`src/hdl/isr_pkg.sv`:
```
// Shared constants for the instrument status reporting block
package isr_pkg;

  // Command codes presented on the command port
  localparam logic [3:0] ISR_CMD_CLS   = 4'h0;
  localparam logic [3:0] ISR_CMD_OPC   = 4'h1;
  localparam logic [3:0] ISR_CMD_ESR_Q = 4'h2;
  localparam logic [3:0] ISR_CMD_ESE   = 4'h3;
  localparam logic [3:0] ISR_CMD_ESE_Q = 4'h4;
  localparam logic [3:0] ISR_CMD_STB_Q = 4'h5;
  localparam logic [3:0] ISR_CMD_SRE   = 4'h6;
  localparam logic [3:0] ISR_CMD_SRE_Q = 4'h7;
  localparam logic [3:0] ISR_CMD_TST_Q = 4'h8;
  localparam logic [3:0] ISR_CMD_OPC_Q = 4'h9;
  localparam logic [3:0] ISR_CMD_WAI   = 4'hA;
  localparam logic [3:0] ISR_CMD_RST   = 4'hB;

  // Event status bit positions
  localparam int ISR_ES_OPC = 0;
  localparam int ISR_ES_QYE = 2;
  localparam int ISR_ES_DDE = 3;
  localparam int ISR_ES_EXE = 4;
  localparam int ISR_ES_CME = 5;
  localparam int ISR_ES_PON = 7;

  // Bits of the event status register that can ever be set
  localparam logic [7:0] ISR_ES_USED_MASK = 8'hBD;

  // Status byte bit positions
  localparam int ISR_SB_MAV = 4;
  localparam int ISR_SB_ESB = 5;
  localparam int ISR_SB_MSS = 6;

  // Reset values
  localparam logic [7:0] ISR_ESR_RESET = 8'h00;
  localparam logic [7:0] ISR_ESE_RESET = 8'h00;
  localparam logic [7:0] ISR_SRE_RESET = 8'h00;
  localparam logic [7:0] ISR_STB_RESET = 8'h00;

  // Self-test and operation-complete query replies
  localparam logic [7:0] ISR_TST_PASS = 8'h00;
  localparam logic [7:0] ISR_TST_FAIL = 8'h01;
  localparam logic [7:0] ISR_OPC_ONE  = 8'h01;

endpackage

```
`src/hdl/isr_event_if.sv`:
```
// Connection between the command logic and the event status register
`timescale 1ns/1ps
interface isr_event_if;
  logic [7:0] set;
  logic       clr;
  logic [7:0] q;

  modport owner (input set, input clr, output q);
  modport user  (output set, output clr, input q);
endinterface

```
`src/hdl/isr_event_reg.sv`:
```
// Sticky event status register with set-over-clear
`timescale 1ns/1ps
module isr_event_reg
  import isr_pkg::*;
(
  input  wire logic   clock,
  input  wire logic   rst_n,
  isr_event_if.owner  ev
);

  typedef struct packed {
    logic [7:0] bits;
  } isr_er_s;

  isr_er_s st_reg;
  isr_er_s st_next;

  always_comb begin
    st_next = st_reg;
    // Clear first, then new events, so an event in the clear cycle survives
    st_next.bits = ((ev.clr ? ISR_ESR_RESET : st_reg.bits) | ev.set) & ISR_ES_USED_MASK;
  end

  always_ff @(posedge clock or negedge rst_n) begin
    if (!rst_n) begin
      st_reg <= '{bits: ISR_ESR_RESET};
    end else begin
      st_reg <= st_next;
    end
  end

  assign ev.q = st_reg.bits;

endmodule

```
`src/hdl/isr_status_core.sv`:
```
// Status reporting core: event, enable, status byte and command handling
`timescale 1ns/1ps
// Notes on behaviour
// - Event status query returns the event register
// - Armed completion sets bit 0 after test
// - Event bits 1 and 6 always read zero
// - Query error sets event bit 2
// - Device error sets event bit 3
// - Execution error sets event bit 4
// - Command error sets event bit 5
// - Power-on sets event bit 7
// - Event enable mask is stored and read back
// - Status byte query returns the status byte
// - Status byte bit 4 means message waiting
// - Status byte bit 5 summarises enabled events
// - Status byte bit 6 is request service
// - Service enable mask is stored and read back
// - Clear status zeroes the event register
// - Clear status drops any pending service request
// - Self-test replies 00H pass, 01H memory fail
// - Empty or lost output queue is query error
// - Syntax error or unknown header is command error
module isr_status_core
  import isr_pkg::*;
(
  input  wire logic       clock,
  input  wire logic       rst_n,
  input  wire logic       cmd_valid,
  input  wire logic [3:0] cmd_code,
  input  wire logic [7:0] cmd_data,
  input  wire logic       test_done_ok,
  input  wire logic       queue_read_empty,
  input  wire logic       queue_data_lost,
  input  wire logic       device_fault,
  input  wire logic       exec_fault,
  input  wire logic       syntax_fault,
  input  wire logic       msg_available,
  input  wire logic       nvm_test_fail,
  output logic            resp_valid,
  output logic [7:0]      resp_data,
  output logic [7:0]      status_byte,
  output logic            service_request
);

  typedef struct packed {
    logic [7:0] ese;
    logic [7:0] sre;
    logic [7:0] stb;
    logic       opc_armed;
    logic       pon_done;
    logic       srq;
    logic       resp_valid;
    logic [7:0] resp_data;
  } isr_core_s;

  logic      rst_meta_reg;
  logic      rst_sync_reg;
  isr_core_s st_reg;
  isr_core_s st_next;
  logic      is_cls;
  logic      known_cmd;
  logic      esb;
  logic      mss;
  logic [7:0] sb_base;

  isr_event_if ev ();

  isr_event_reg u_event_reg (
    .clock (clock),
    .rst_n (rst_sync_reg),
    .ev    (ev)
  );

  // Reset release through two flops
  always_ff @(posedge clock or negedge rst_n) begin
    if (!rst_n) begin
      rst_meta_reg <= 1'b0;
      rst_sync_reg <= 1'b0;
    end else begin
      rst_meta_reg <= 1'b1;
      rst_sync_reg <= rst_meta_reg;
    end
  end

  always_comb begin
    is_cls    = cmd_valid && (cmd_code == ISR_CMD_CLS);
    known_cmd = (cmd_code <= ISR_CMD_RST);
    ev.clr    = is_cls;
    ev.set    = 8'h00;
    ev.set[ISR_ES_OPC] = st_reg.opc_armed && test_done_ok;
    ev.set[ISR_ES_QYE] = queue_read_empty || queue_data_lost;
    ev.set[ISR_ES_DDE] = device_fault;
    ev.set[ISR_ES_EXE] = exec_fault;
    ev.set[ISR_ES_CME] = syntax_fault || (cmd_valid && !known_cmd);
    ev.set[ISR_ES_PON] = !st_reg.pon_done;
  end

  always_comb begin
    st_next            = st_reg;
    st_next.resp_valid = 1'b0;
    st_next.pon_done   = 1'b1;
    if (st_reg.opc_armed && test_done_ok) begin
      st_next.opc_armed = 1'b0;
    end
    if (cmd_valid) begin
      unique case (cmd_code)
        ISR_CMD_CLS: begin
          st_next.opc_armed = 1'b0;
        end
        ISR_CMD_OPC: begin
          st_next.opc_armed = 1'b1;
        end
        ISR_CMD_ESR_Q: begin
          st_next.resp_valid = 1'b1;
          st_next.resp_data  = ev.q;
        end
        ISR_CMD_ESE: begin
          st_next.ese = cmd_data;
        end
        ISR_CMD_ESE_Q: begin
          st_next.resp_valid = 1'b1;
          st_next.resp_data  = st_reg.ese;
        end
        ISR_CMD_STB_Q: begin
          st_next.resp_valid = 1'b1;
          st_next.resp_data  = st_reg.stb;
        end
        ISR_CMD_SRE: begin
          st_next.sre = cmd_data;
        end
        ISR_CMD_SRE_Q: begin
          st_next.resp_valid = 1'b1;
          st_next.resp_data  = st_reg.sre;
        end
        ISR_CMD_TST_Q: begin
          st_next.resp_valid = 1'b1;
          st_next.resp_data  = nvm_test_fail ? ISR_TST_FAIL : ISR_TST_PASS;
        end
        ISR_CMD_OPC_Q: begin
          st_next.resp_valid = 1'b1;
          st_next.resp_data  = ISR_OPC_ONE;
        end
        ISR_CMD_WAI, ISR_CMD_RST: begin
          st_next.resp_valid = 1'b0;
        end
        default: begin
          st_next.resp_valid = 1'b0;
        end
      endcase
    end
    // Summary bits; a clear forces ESB and the service request to zero at once
    esb     = (|(ev.q & st_reg.ese)) && !is_cls;
    sb_base = 8'h00;
    sb_base[ISR_SB_MAV] = msg_available;
    sb_base[ISR_SB_ESB] = esb;
    mss     = |(sb_base & st_reg.sre);
    st_next.stb = sb_base;
    st_next.stb[ISR_SB_MSS] = mss;
    st_next.srq = mss && !is_cls;
  end

  always_ff @(posedge clock or negedge rst_sync_reg) begin
    if (!rst_sync_reg) begin
      st_reg <= '{ese: ISR_ESE_RESET, sre: ISR_SRE_RESET, stb: ISR_STB_RESET,
                  opc_armed: 1'b0, pon_done: 1'b0, srq: 1'b0,
                  resp_valid: 1'b0, resp_data: 8'h00};
    end else begin
      st_reg <= st_next;
    end
  end

  assign resp_valid      = st_reg.resp_valid;
  assign resp_data       = st_reg.resp_data;
  assign status_byte     = st_reg.stb;
  assign service_request = st_reg.srq;

  chk_esr_query_data: assert property (@(posedge clock) disable iff (!rst_sync_reg)
    (cmd_valid && cmd_code == ISR_CMD_ESR_Q) |=> (resp_valid && resp_data == $past(ev.q)))
    else $error("event status query reply wrong");

  chk_opc_bit_set: assert property (@(posedge clock) disable iff (!rst_sync_reg)
    (st_reg.opc_armed && test_done_ok) |=> ev.q[ISR_ES_OPC])
    else $error("operation complete bit not set");

  chk_unused_bits_zero: assert property (@(posedge clock) disable iff (!rst_sync_reg)
    (ev.q[1] == 1'b0) && (ev.q[6] == 1'b0))
    else $error("unused event bit nonzero");

  chk_query_err_set: assert property (@(posedge clock) disable iff (!rst_sync_reg)
    (queue_read_empty || queue_data_lost) |=> ev.q[ISR_ES_QYE])
    else $error("query error bit not set");

  chk_device_err_set: assert property (@(posedge clock) disable iff (!rst_sync_reg)
    device_fault |=> ev.q[ISR_ES_DDE])
    else $error("device error bit not set");

  chk_exec_err_set: assert property (@(posedge clock) disable iff (!rst_sync_reg)
    exec_fault |=> ev.q[ISR_ES_EXE])
    else $error("execution error bit not set");

  chk_cmd_err_set: assert property (@(posedge clock) disable iff (!rst_sync_reg)
    (syntax_fault || (cmd_valid && cmd_code > ISR_CMD_RST)) |=> ev.q[ISR_ES_CME])
    else $error("command error bit not set");

  chk_power_on_set: assert property (@(posedge clock) disable iff (!rst_sync_reg)
    !st_reg.pon_done |=> ev.q[ISR_ES_PON])
    else $error("power-on bit not set");

  chk_ese_write_back: assert property (@(posedge clock) disable iff (!rst_sync_reg)
    (cmd_valid && cmd_code == ISR_CMD_ESE) |=> (st_reg.ese == $past(cmd_data)))
    else $error("event enable store wrong");

  chk_stb_query_data: assert property (@(posedge clock) disable iff (!rst_sync_reg)
    (cmd_valid && cmd_code == ISR_CMD_STB_Q) |=> (resp_valid && resp_data == $past(status_byte)))
    else $error("status byte reply wrong");

  chk_mav_follows: assert property (@(posedge clock) disable iff (!rst_sync_reg)
    1'b1 |=> (status_byte[ISR_SB_MAV] == $past(msg_available)))
    else $error("message available bit wrong");

  chk_srq_mss_tie: assert property (@(posedge clock) disable iff (!rst_sync_reg)
    service_request |-> status_byte[ISR_SB_MSS])
    else $error("service request without summary");

  chk_sre_write_back: assert property (@(posedge clock) disable iff (!rst_sync_reg)
    (cmd_valid && cmd_code == ISR_CMD_SRE) |=> (st_reg.sre == $past(cmd_data)))
    else $error("service enable store wrong");

  chk_cls_clears_esr: assert property (@(posedge clock) disable iff (!rst_sync_reg)
    (is_cls && ev.set == 8'h00) |=> (ev.q == 8'h00))
    else $error("clear status left event bits");

  chk_cls_drops_srq: assert property (@(posedge clock) disable iff (!rst_sync_reg)
    is_cls |=> (!service_request && !status_byte[ISR_SB_ESB]))
    else $error("clear status left service request");

  chk_selftest_reply: assert property (@(posedge clock) disable iff (!rst_sync_reg)
    (cmd_valid && cmd_code == ISR_CMD_TST_Q)
      |=> (resp_valid && resp_data == ($past(nvm_test_fail) ? ISR_TST_FAIL : ISR_TST_PASS)))
    else $error("self-test reply wrong");

  chk_esb_summary: assert property (@(posedge clock) disable iff (!rst_sync_reg)
    !is_cls |=> (status_byte[ISR_SB_ESB] == $past(|(ev.q & st_reg.ese))))
    else $error("event summary bit wrong");

endmodule

```
`config.mk`:
```
export PLATFORM = sky130hd
export DESIGN_NAME = isr_status_core
export DESIGN_NICKNAME = d
export VERILOG_FILES = /design/src/hdl/isr_pkg.sv /design/src/hdl/isr_event_if.sv /design/src/hdl/isr_event_reg.sv /design/src/hdl/isr_status_core.sv
export SDC_FILE = /design/constraint.sdc
export NUM_CORES = 1
export LEC_CHECK = 0
export ABC_AREA = 1
export BUFFER_PORTS_ARGS = -buffer_cell sky130_fd_sc_hd__buf_2
export CAP_MARGIN = 10
export CORE_ASPECT_RATIO = 0.7
export CORE_MARGIN = 2
export CORE_UTILIZATION = 45
export CTS_CLUSTER_SIZE = 25
export DETAILED_ROUTE_END_ITERATION = 8
export GPL_ROUTABILITY_DRIVEN = 0
export GPL_TIMING_DRIVEN = 0
export MAX_ROUTING_LAYER = met4
export PLACE_DENSITY = 0.78
export SLEW_MARGIN = 20
export SYNTH_ARGS = -nofsm -noshare
export SYNTH_HDL_FRONTEND = slang
export SYNTH_SLANG_ARGS = --single-unit
export TNS_END_PERCENT = 20
```
`constraint.sdc`:
```
create_clock -name clock -period 2.95 [get_ports clock]
set_clock_uncertainty 0.2 [all_clocks]
set_input_delay 0.4425 -clock clock [delete_from_list [all_inputs] [get_ports clock]]
set_output_delay 0.4425 -clock clock [all_outputs]
set_load 0.01 [all_outputs]
```
; Yosys cells after proc, flatten, opt, wreduce, memory -nomap -nowiden
; Index checks and enable logic that the tools add are counted.
[totals]
output_inout_bits = 18
regBits = 39
[classes]
n_reduce_logical = 18
eq_ne = 9
order_cmp = 1
bitwise = 3
n_mux = 8
[ops]
columns = operator, count
row1 = $pmux 8 s6, 1
row2 = $eq 4x3->1 const B, 4
row3 = $reduce_or 8->1, 2
row4 = $mux 9, 1
row5 = $and 6x8->8, 1
row6 = $and 8x8->8, 1
row7 = $eq 4x2->1 const B, 2
row8 = $eq 4x4->1 const B, 2
row9 = $mux 8, 1
row10 = $or 8x8->8, 1
row11 = $reduce_and 2->1, 3
row12 = $reduce_bool 6->1, 1
row13 = $reduce_or 6->1, 1
row14 = $logic_and 1x1->1, 5
row15 = $eq 4x1->1 const B, 1
row16 = $le 4x4->1 const B, 1
row17 = $logic_not 4->1, 1
row18 = $mux 1, 4
row19 = $logic_not 1->1, 3
row20 = $logic_or 1x1->1, 2
row21 = $pmux 1 s2, 1

; Depth between registers and ports, before layout
; Gate-level depths: netlist (run 1).
[depth]
depth_word = 7
ltp_mapped = 9
ltp_nobuf = 8

; Modules after synthesis
; Synthesis (run 1) repeated with hierarchy kept, for this count alone.
[hier_totals]
hier_cells = 248
hier_area_um2 = 1958.1
[by_module_without_submodules]
columns = mod, cells_per_inst, instances, area_each_um2, seq_area_each_um2
row1 = isr_status_core, 220, 1, 1717.9, 825.8
row2 = isr_event_reg, 28, 1, 240.2, 150.1

; Worst setup path after synthesis (run 1)
; No wires, ideal clock.
[synth_path]
path_kind = input to register
startpoint = in cmd_code[1]
endpoint = reg u_event_reg.st_reg (netlist bit u_event_reg.ev.q[2])
arrival_time_ps = 1225
n_path_buf = 1
path_slack_ps = 1401
required_ps = 2626
path_stages = 4
path_cell_list = buf_2 > nor2_2 > nand3_1 > a211o_1
[synth_rtl]
columns = item, line_no
row1 = "start, declared", isr_status_core.sv:29  ; input wire logic [3:0] cmd_code,
row2 = "end signal, assigned", isr_event_reg.sv:26  ; st_reg <= '{bits: ISR_ESR_RESET};
row3 = "end signal, assigned", isr_event_reg.sv:28  ; st_reg <= st_next;
row4 = "end, declared", isr_event_reg.sv:15  ; isr_er_s st_reg;

; Worst setup path after layout (run 1)
[layout_path]
startpoint = reg st_reg (netlist bit resp_data[2])
endpoint = out resp_data[2]
[layout_rtl]
columns = item, line_no
row1 = "start, declared", isr_status_core.sv:58  ; isr_core_s st_reg;
row2 = "start signal, assigned", isr_status_core.sv:164  ; st_reg <= '{ese: ISR_ESE_RESET, sre: ISR_SRE_RESET, stb: ISR_STB_RESET,
row3 = "start signal, assigned", isr_status_core.sv:168  ; st_reg <= st_next;
row4 = "end, declared", isr_status_core.sv:40  ; output logic [7:0] resp_data,
; No word-level cell between the ends.

==> results of run 1 <==
[worst paths after layout]
path,endpoint,slack [ps],cells past startpoint
hold reg to reg,st_reg[24]$_DFFE_PN0P_,20,1
max in group asynchronous,st_reg[10]$_DFF_PN0_,1770,1
hold / removal,st_reg[24]$_DFFE_PN0P_,20,1
setup / recovery,resp_data[2],1370,2
setup reg to reg,service_request$_DFF_PN0_,1720,6
min in group clock,status_byte[4]$_DFF_PN0_,80,1
[critical path: stages (launching register included)]
cell     delay, ps
dfrtp_1        390
buf_4          130
buf_2          130
[logic make-up (layout without fill, tap and decap cells)]
family	after synthesis	in the layout	synth area share, %
simple gates	111	111	27.58
buf+inv	41	86	11.89
flops	39	39	51.83
compound gates	26	26	7.708
other cells	2	7	0.3988
mux	1	1	0.5980
[power by group through the flow]
stage	Combinational, mW	Sequential [mW]	Clock [mW]
global route	0.332	0.693	0.497
detailed placement	0.288	0.695	0
floorplan	0.198	0.685	0
global placement	0.269	0.699	0
CTS	0.294	0.682	0.463
finish	0.292	0.682	0.457
[layer usage]
metal | global-route usage, % | routed length, um | vias to the layer above | part of all wire, %
met5 | - | 0 | - | 0
met4 | 5.811 | 57 | 0 | 1.5
met3 | 5.296 | 270 | 9 | 6.9
met2 | 29.39 | 1757 | 58 | 45
met1 | 26.24 | 1842 | 708 | 47
li1 | - | - | 781 | -
[layout make-up]
class	count	area, sq um
inverters	22	82.58
clock inverters	2	35.03
plain buffers	19	141.4
repair buffers	37	210.2
fillers	365	1674
flip-flops and latches	39	977.2
clock buffers	6	82.58
multi-input cells	145	701.9
well taps	52	65.06
[synthesized netlist by cell type]
| cell type | count |
|---|---|
| conb_1 | 2 |
| inv_2 | 1 |
| a21oi_1 | 9 |
| a21o_1 | 2 |
| o31ai_1 | 1 |
| nand2_1 | 55 |
| nand2_4 | 4 |
| nor2_1 | 16 |
| nor4_1 | 1 |
| nand3_1 | 31 |
| o21ai_1 | 2 |
| a211o_1 | 1 |
| mux2_2 | 1 |
| buf_6 | 1 |
| inv_1 | 21 |
| buf_2 | 2 |
| a21oi_2 | 1 |
| dfrtp_1 | 39 |
| nor2_4 | 1 |
| nor2_2 | 1 |
| buf_4 | 16 |
| nand4_2 | 1 |
| nor3_4 | 1 |
| o21ai_0 | 10 |
==> impl_metrics.tcl, run 1 <==
set metrics [dict create \
    outcome "finished, final reports clean" \
    cts_resized 0 \
    die_x_um 81.32 \
    wire_per_inst_um 12.20 \
    dp_slack_ps 1143 \
    initial_utilization_pct 47.43 \
    hold_viol 0 \
    min_period_ps 1578 \
    rsz0062_at_grt "false" \
    ys_warn_count 0 \
    synth-seq-cells 39 \
    synth_area_per_cell_sq_um 8.559 \
    syn_area_sq_um 1883 \
    grt_overflow 0 \
    clk_pin_slew_ps 70 \
    drt-total-wl_um 3928 \
    r2r_start "u_event_reg.ev.q[2]$_DFF_PN0_" \
    tritoncts "done" \
    synthToLayoutAreaGrowth_pct 21.93 \
    dpl_cell_area_sq_um 2158 \
    nNetsFinal 292 \
    cp.arrival_ps 940 \
    ctsHoldBuffers 2 \
    ant_nets 0 \
    tns_ps 0 \
    hpwlAfterDp_um 2978 \
    fmax_ghz 0.6338 \
    numCtsBuffers 5 \
    vias_per_cell 4.832 \
    synth.distinct_cells 24 \
    seq_power_share_pct 47.7 \
    core-area_sq_um 3970 \
    maxCapViolCount 0 \
    cts-root-buf "clkbuf_8" \
    vias 1556 \
    track_usage_pct 19.61 \
    netlist_top_cells_area "dfrtp_1, nand2_1, nand3_1, buf_4, inv_1" \
    netlist_instances 220 \
    largest_reg_flops 18 \
    crit_path_end_kind "output pin" \
    drc 0 \
    power_switching_uw 390.2 \
    stdcell_area_sq_um 2296 \
    ys_seq_area_share_pct 51.83 \
    leakage_nw 1.231 \
    power_density_nw_per_um2 623.2 \
    utilization_pct 57.83 \
    netSwitchingFraction_pct 27.27 \
    pwr-share-comb_pct 20.4 \
    dr.pass1.iters 4 \
    layout_commonest_cell "nand2_1" \
    clock_path_buffers 2 \
    crit_type "reg2out" \
    hp-class "reg2async" \
    fp-row-count 19 \
    setup_slack_ps 1372 \
    fp.dieH_um 58.12 \
    power_mw 1.431 \
    antennaDiodeCount 0 \
    grt_pass1_wl_um 6630 \
    clkPwrFrac_pct 31.9 \
    htree_levels 2 \
    final_cell_count_no_fill 322 \
    startpoint_type "flip-flop" \
    crit_required_ps 2310 \
    cp-startpoint "resp_data[2]$_DFFE_PN0P_" \
    first_global_vias 1477 \
    antenna_found_initial 0 \
    drt_iter0_drc 107 \
    clkSinkCount 39 \
    drive_above_1_share_pct 27.41 \
    final_cell_mix "nand2_1, dfrtp_1, buf_2" \
    synth_top_area_share_pct 51.83 \
    die_area_sq_um 4726 \
    synth_top_area_cell "dfrtp_1" \
    grt_max_degree 31 \
    clock_latency_ps 290 \
    final-setup-viol-count 0 \
    slew_viol_final 0 \
    port_buffers 34 \
    whs_ps 19.93 \
    period_share_pct 53.48 \
    io_pins 41 \
    cts_setup_buffers 0 \
    peakVddDrop_mv 0.3103 \
    place_inst 312 \
    critPathMaxFanout 2 \
    internal_power_mw 1.041 \
]
No activity file was read; power rests on OpenSTA's default activity.
==> run 2, diff against run 1 <==
--- a/config.mk
+++ b/config.mk
@@ -5,7 +5,7 @@
 export SDC_FILE = /design/constraint.sdc
 export NUM_CORES = 1
 export LEC_CHECK = 0
-export ABC_AREA = 1
+export ABC_AREA = 0
 export BUFFER_PORTS_ARGS = -buffer_cell sky130_fd_sc_hd__buf_2
 export CAP_MARGIN = 10
 export CORE_ASPECT_RATIO = 0.7
@@ -16,7 +16,7 @@
 export GPL_ROUTABILITY_DRIVEN = 0
 export GPL_TIMING_DRIVEN = 0
 export MAX_ROUTING_LAYER = met4
-export PLACE_DENSITY = 0.78
+export PLACE_DENSITY = 0.81
 export SLEW_MARGIN = 20
 export SYNTH_ARGS = -nofsm -noshare
 export SYNTH_HDL_FRONTEND = slang
==> constraint.sdc (replaced) <==
create_clock -name clock -period 1.4 [get_ports clock]
set_clock_uncertainty 0.2 [all_clocks]
set_input_delay 0.21 -clock clock [delete_from_list [all_inputs] [get_ports clock]]
set_output_delay 0.21 -clock clock [all_outputs]
set_load 0.01 [all_outputs]
==> run 2 against run 1 <==
Against the previous run: the run now ends with negative setup slack left; synthesized area fell by 5.0%; total power is 120% higher; non-clock buffer count grew 16; sequential share of layout area shrank 2.6 points; register-to-register slack got worse by 1800 ps; global-route usage up 0.50 points; highest routed layer unchanged.
==> impl_metrics.tcl, run 2 <==
set metrics [dict create \
    die_x_um 79.34 \
    ys.flop_type "dfrtp_1" \
    utilization_pct 63.13 \
    synth_commonest_cells "dfrtp_1, mux2_2, buf_4, a22oi_1, nand2_1" \
    grt_overflow 0 \
    peakVddDrop_mv 0.6312 \
    dr.pass1.iters 6 \
    power_switching_uw 811.9 \
    tns_ps -435.0 \
    whs_ps 20.52 \
    startpoint_type "flip-flop" \
    numCtsBuffers 5 \
    clk_pin_slew_ps 80 \
    multi_input_area_sq_um 718.2 \
    clkPwrFrac_pct 30.3 \
    fp-row-count 19 \
    drt_iter0_drc 155 \
    netSwitchingFraction_pct 25.56 \
    setup_slack_ps -70.82 \
    synth_area_per_cell_sq_um 12.25 \
    netlist_instances 146 \
    synth_top_area_cell "dfrtp_1" \
    seq_power_share_pct 45.9 \
    critPathMaxFanout 3 \
    stdcell_area_sq_um 2446 \
    slew_viol_final 0 \
    violations "negative setup slack" \
    synthToLayoutAreaGrowth_pct 36.81 \
    cp_cell_sequence "mux2_4, a222oi_1, mux2i_1" \
    vias 1345 \
    outcome "finished, violations left" \
    pwr-share-comb_pct 23.8 \
    hpwlAfterDp_um 2743 \
    synth_top_area_share_pct 54.58 \
    cts-root-buf "clkbuf_8" \
    fp.dieH_um 56.74 \
    maxCapViolCount 0 \
    nNetsFinal 233 \
    layout_commonest_cell "dfrtp_1" \
    final_cell_mix "dfrtp_1, buf_2, buf_4" \
    die_area_sq_um 4501 \
    largest_reg_flops 18 \
    clkSinkCount 39 \
    first_global_vias 1304 \
    synth.distinct_cells 33 \
    final_cell_count_no_fill 263 \
    netlist_top_cells_area "dfrtp_1, mux2_2, buf_4, a22oi_1, o2bb2ai_1" \
    antenna_found_initial 0 \
    hold_viol 0 \
    wire_per_inst_um 15.08 \
    htree_levels 2 \
    min_period_ps 1471 \
    power_mw 3.177 \
    ant_nets 0 \
    drive_above_1_share_pct 44.55 \
    antennaDiodeCount 0 \
    syn_area_sq_um 1788 \
    clock_path_buffers 2 \
    cp.arrival_ps 1430 \
    synth-seq-cells 39 \
    initial_utilization_pct 46.14 \
    seq_area_sq_um 977.2 \
    grt_pass1_wl_um 6541 \
    cpMaxStageDelayCell "dfrtp_1" \
    rsz0062_at_grt "true" \
    fillCellCount 308 \
    final-setup-viol-count 14 \
    synth.most_common_cell "dfrtp_1" \
    internal_power_mw 2.365 \
    clock_latency_ps 290 \
    crit_path_end_kind "flip-flop" \
    crit_type "reg2reg" \
    io_pins 41 \
    hp-class "reg2async" \
    synth_enable_flop_cells 0 \
    crit_required_ps 1360 \
    synthArstFlopShare_pct 100.0 \
    core-area_sq_um 3875 \
    cp_slowest_stage_delay_ps 400 \
    fmax_ghz 0.6799 \
    power_density_nw_per_um2 1299 \
    ys_warn_count 0 \
    track_usage_pct 20.11 \
    drt-total-wl_um 3965 \
    ys_seq_area_share_pct 54.58 \
    dp_slack_ps -493.2 \
    port_buffers 33 \
    dpl_cell_area_sq_um 2108 \
    place_inst 237 \
    tritoncts "done" \
    leakage_nw 1.166 \
    vias_per_cell 5.114 \
    period_share_pct 105.1 \
    drc 0 \
    grt_max_degree 28 \
]
-- run 2: cell types whose count changed after synthesis, sizes merged, moves of 3 or more --
cell	change
nor2	-14
mux2	+22
nand2b	+3
nand3	-29
a21oi	-7
inv	-16
o2bb2ai	+5
a22oi	+8
o21ai	-10
nand2	-52
-- run 2: final timing paths --
check                                            start                       endpoint  slack (ps)  cells after the start
min in group clock                         cmd_code[2]  u_event_reg.ev.q[5]$_DFF_PN0_          70                      3
worst min-delay path            rst_sync_reg$_DFF_PN0_  u_event_reg.ev.q[4]$_DFF_PN0_          20                      1
worst max register to register  st_reg[24]$_DFFE_PN0P_       resp_data[4]$_DFFE_PN0P_         -70                      3
max in group asynchronous       rst_sync_reg$_DFF_PN0_         st_reg[27]$_DFFE_PN0P_         110                      1
worst min register to register  rst_sync_reg$_DFF_PN0_  u_event_reg.ev.q[4]$_DFF_PN0_          20                      1
worst max-delay path            st_reg[24]$_DFFE_PN0P_       resp_data[4]$_DFFE_PN0P_         -70                      3
-- run 2: power by group through the flow --
stage | Sequential [mW] | Clock (mW) | Combinational, mW
after global routing | 1.49 | 1.04 | 0.825
final | 1.46 | 0.963 | 0.756
after CTS | 1.46 | 0.971 | 0.755
after global placement | 1.49 | 0 | 0.649
after detailed placement | 1.48 | 0 | 0.692
after floorplan | 1.46 | 0 | 0.490
-- run 2: worst max-delay path: cells and delay by family, from the launching register on --
| kind | cells | cell delay (ps) |
|---|---|---|
| AO/OA/AOI/OAI | 1 | 360 |
| flip-flops | 1 | 400 |
| multiplexers | 2 | 390 |
-- run 2: final cells by class --
type                    instances  share of cell area, %
flip-flops and latches         39                  39.95
multi-input cells              86                  29.36
repair buffers                 53                  15.86
plain buffers                  19                  6.445
clock buffers                   6                  3.376
well taps                      52                  2.660
clock inverters                 2                  1.432
inverters                       6                 0.9207
-- run 2: routing by layer --
metal / part of all wire [%] / GRT usage [%]
met4: 1.6 / 8.621
met2: 49 / 30.51
met5: 0 / -
met3: 5.1 / 3.859
met1: 44 / 26.63
-- run 2: kinds of logic (layout without fill, tap and decap cells) --
kind of cell    Yosys count  in the layout  share of synthesized area [%]
mux                      25             25                          15.61
simple gates             24             24                          6.929
compound gates           29             29                          12.95
other cells               2              7                         0.4200
xor+xnor                  1              1                         0.4899
buf+inv                  26             86                          9.027
flops                    39             39                          54.58
-- run 2: what timing repair did --
action                                  4_1_cts  5_1_grt
endpoints found under the setup margin       22       17
pin swaps                                     2        0
gates resized for setup                       9        1
hold buffers                                 17        0
buffers inserted                              2        0
endpoints found under the hold margin        36        0
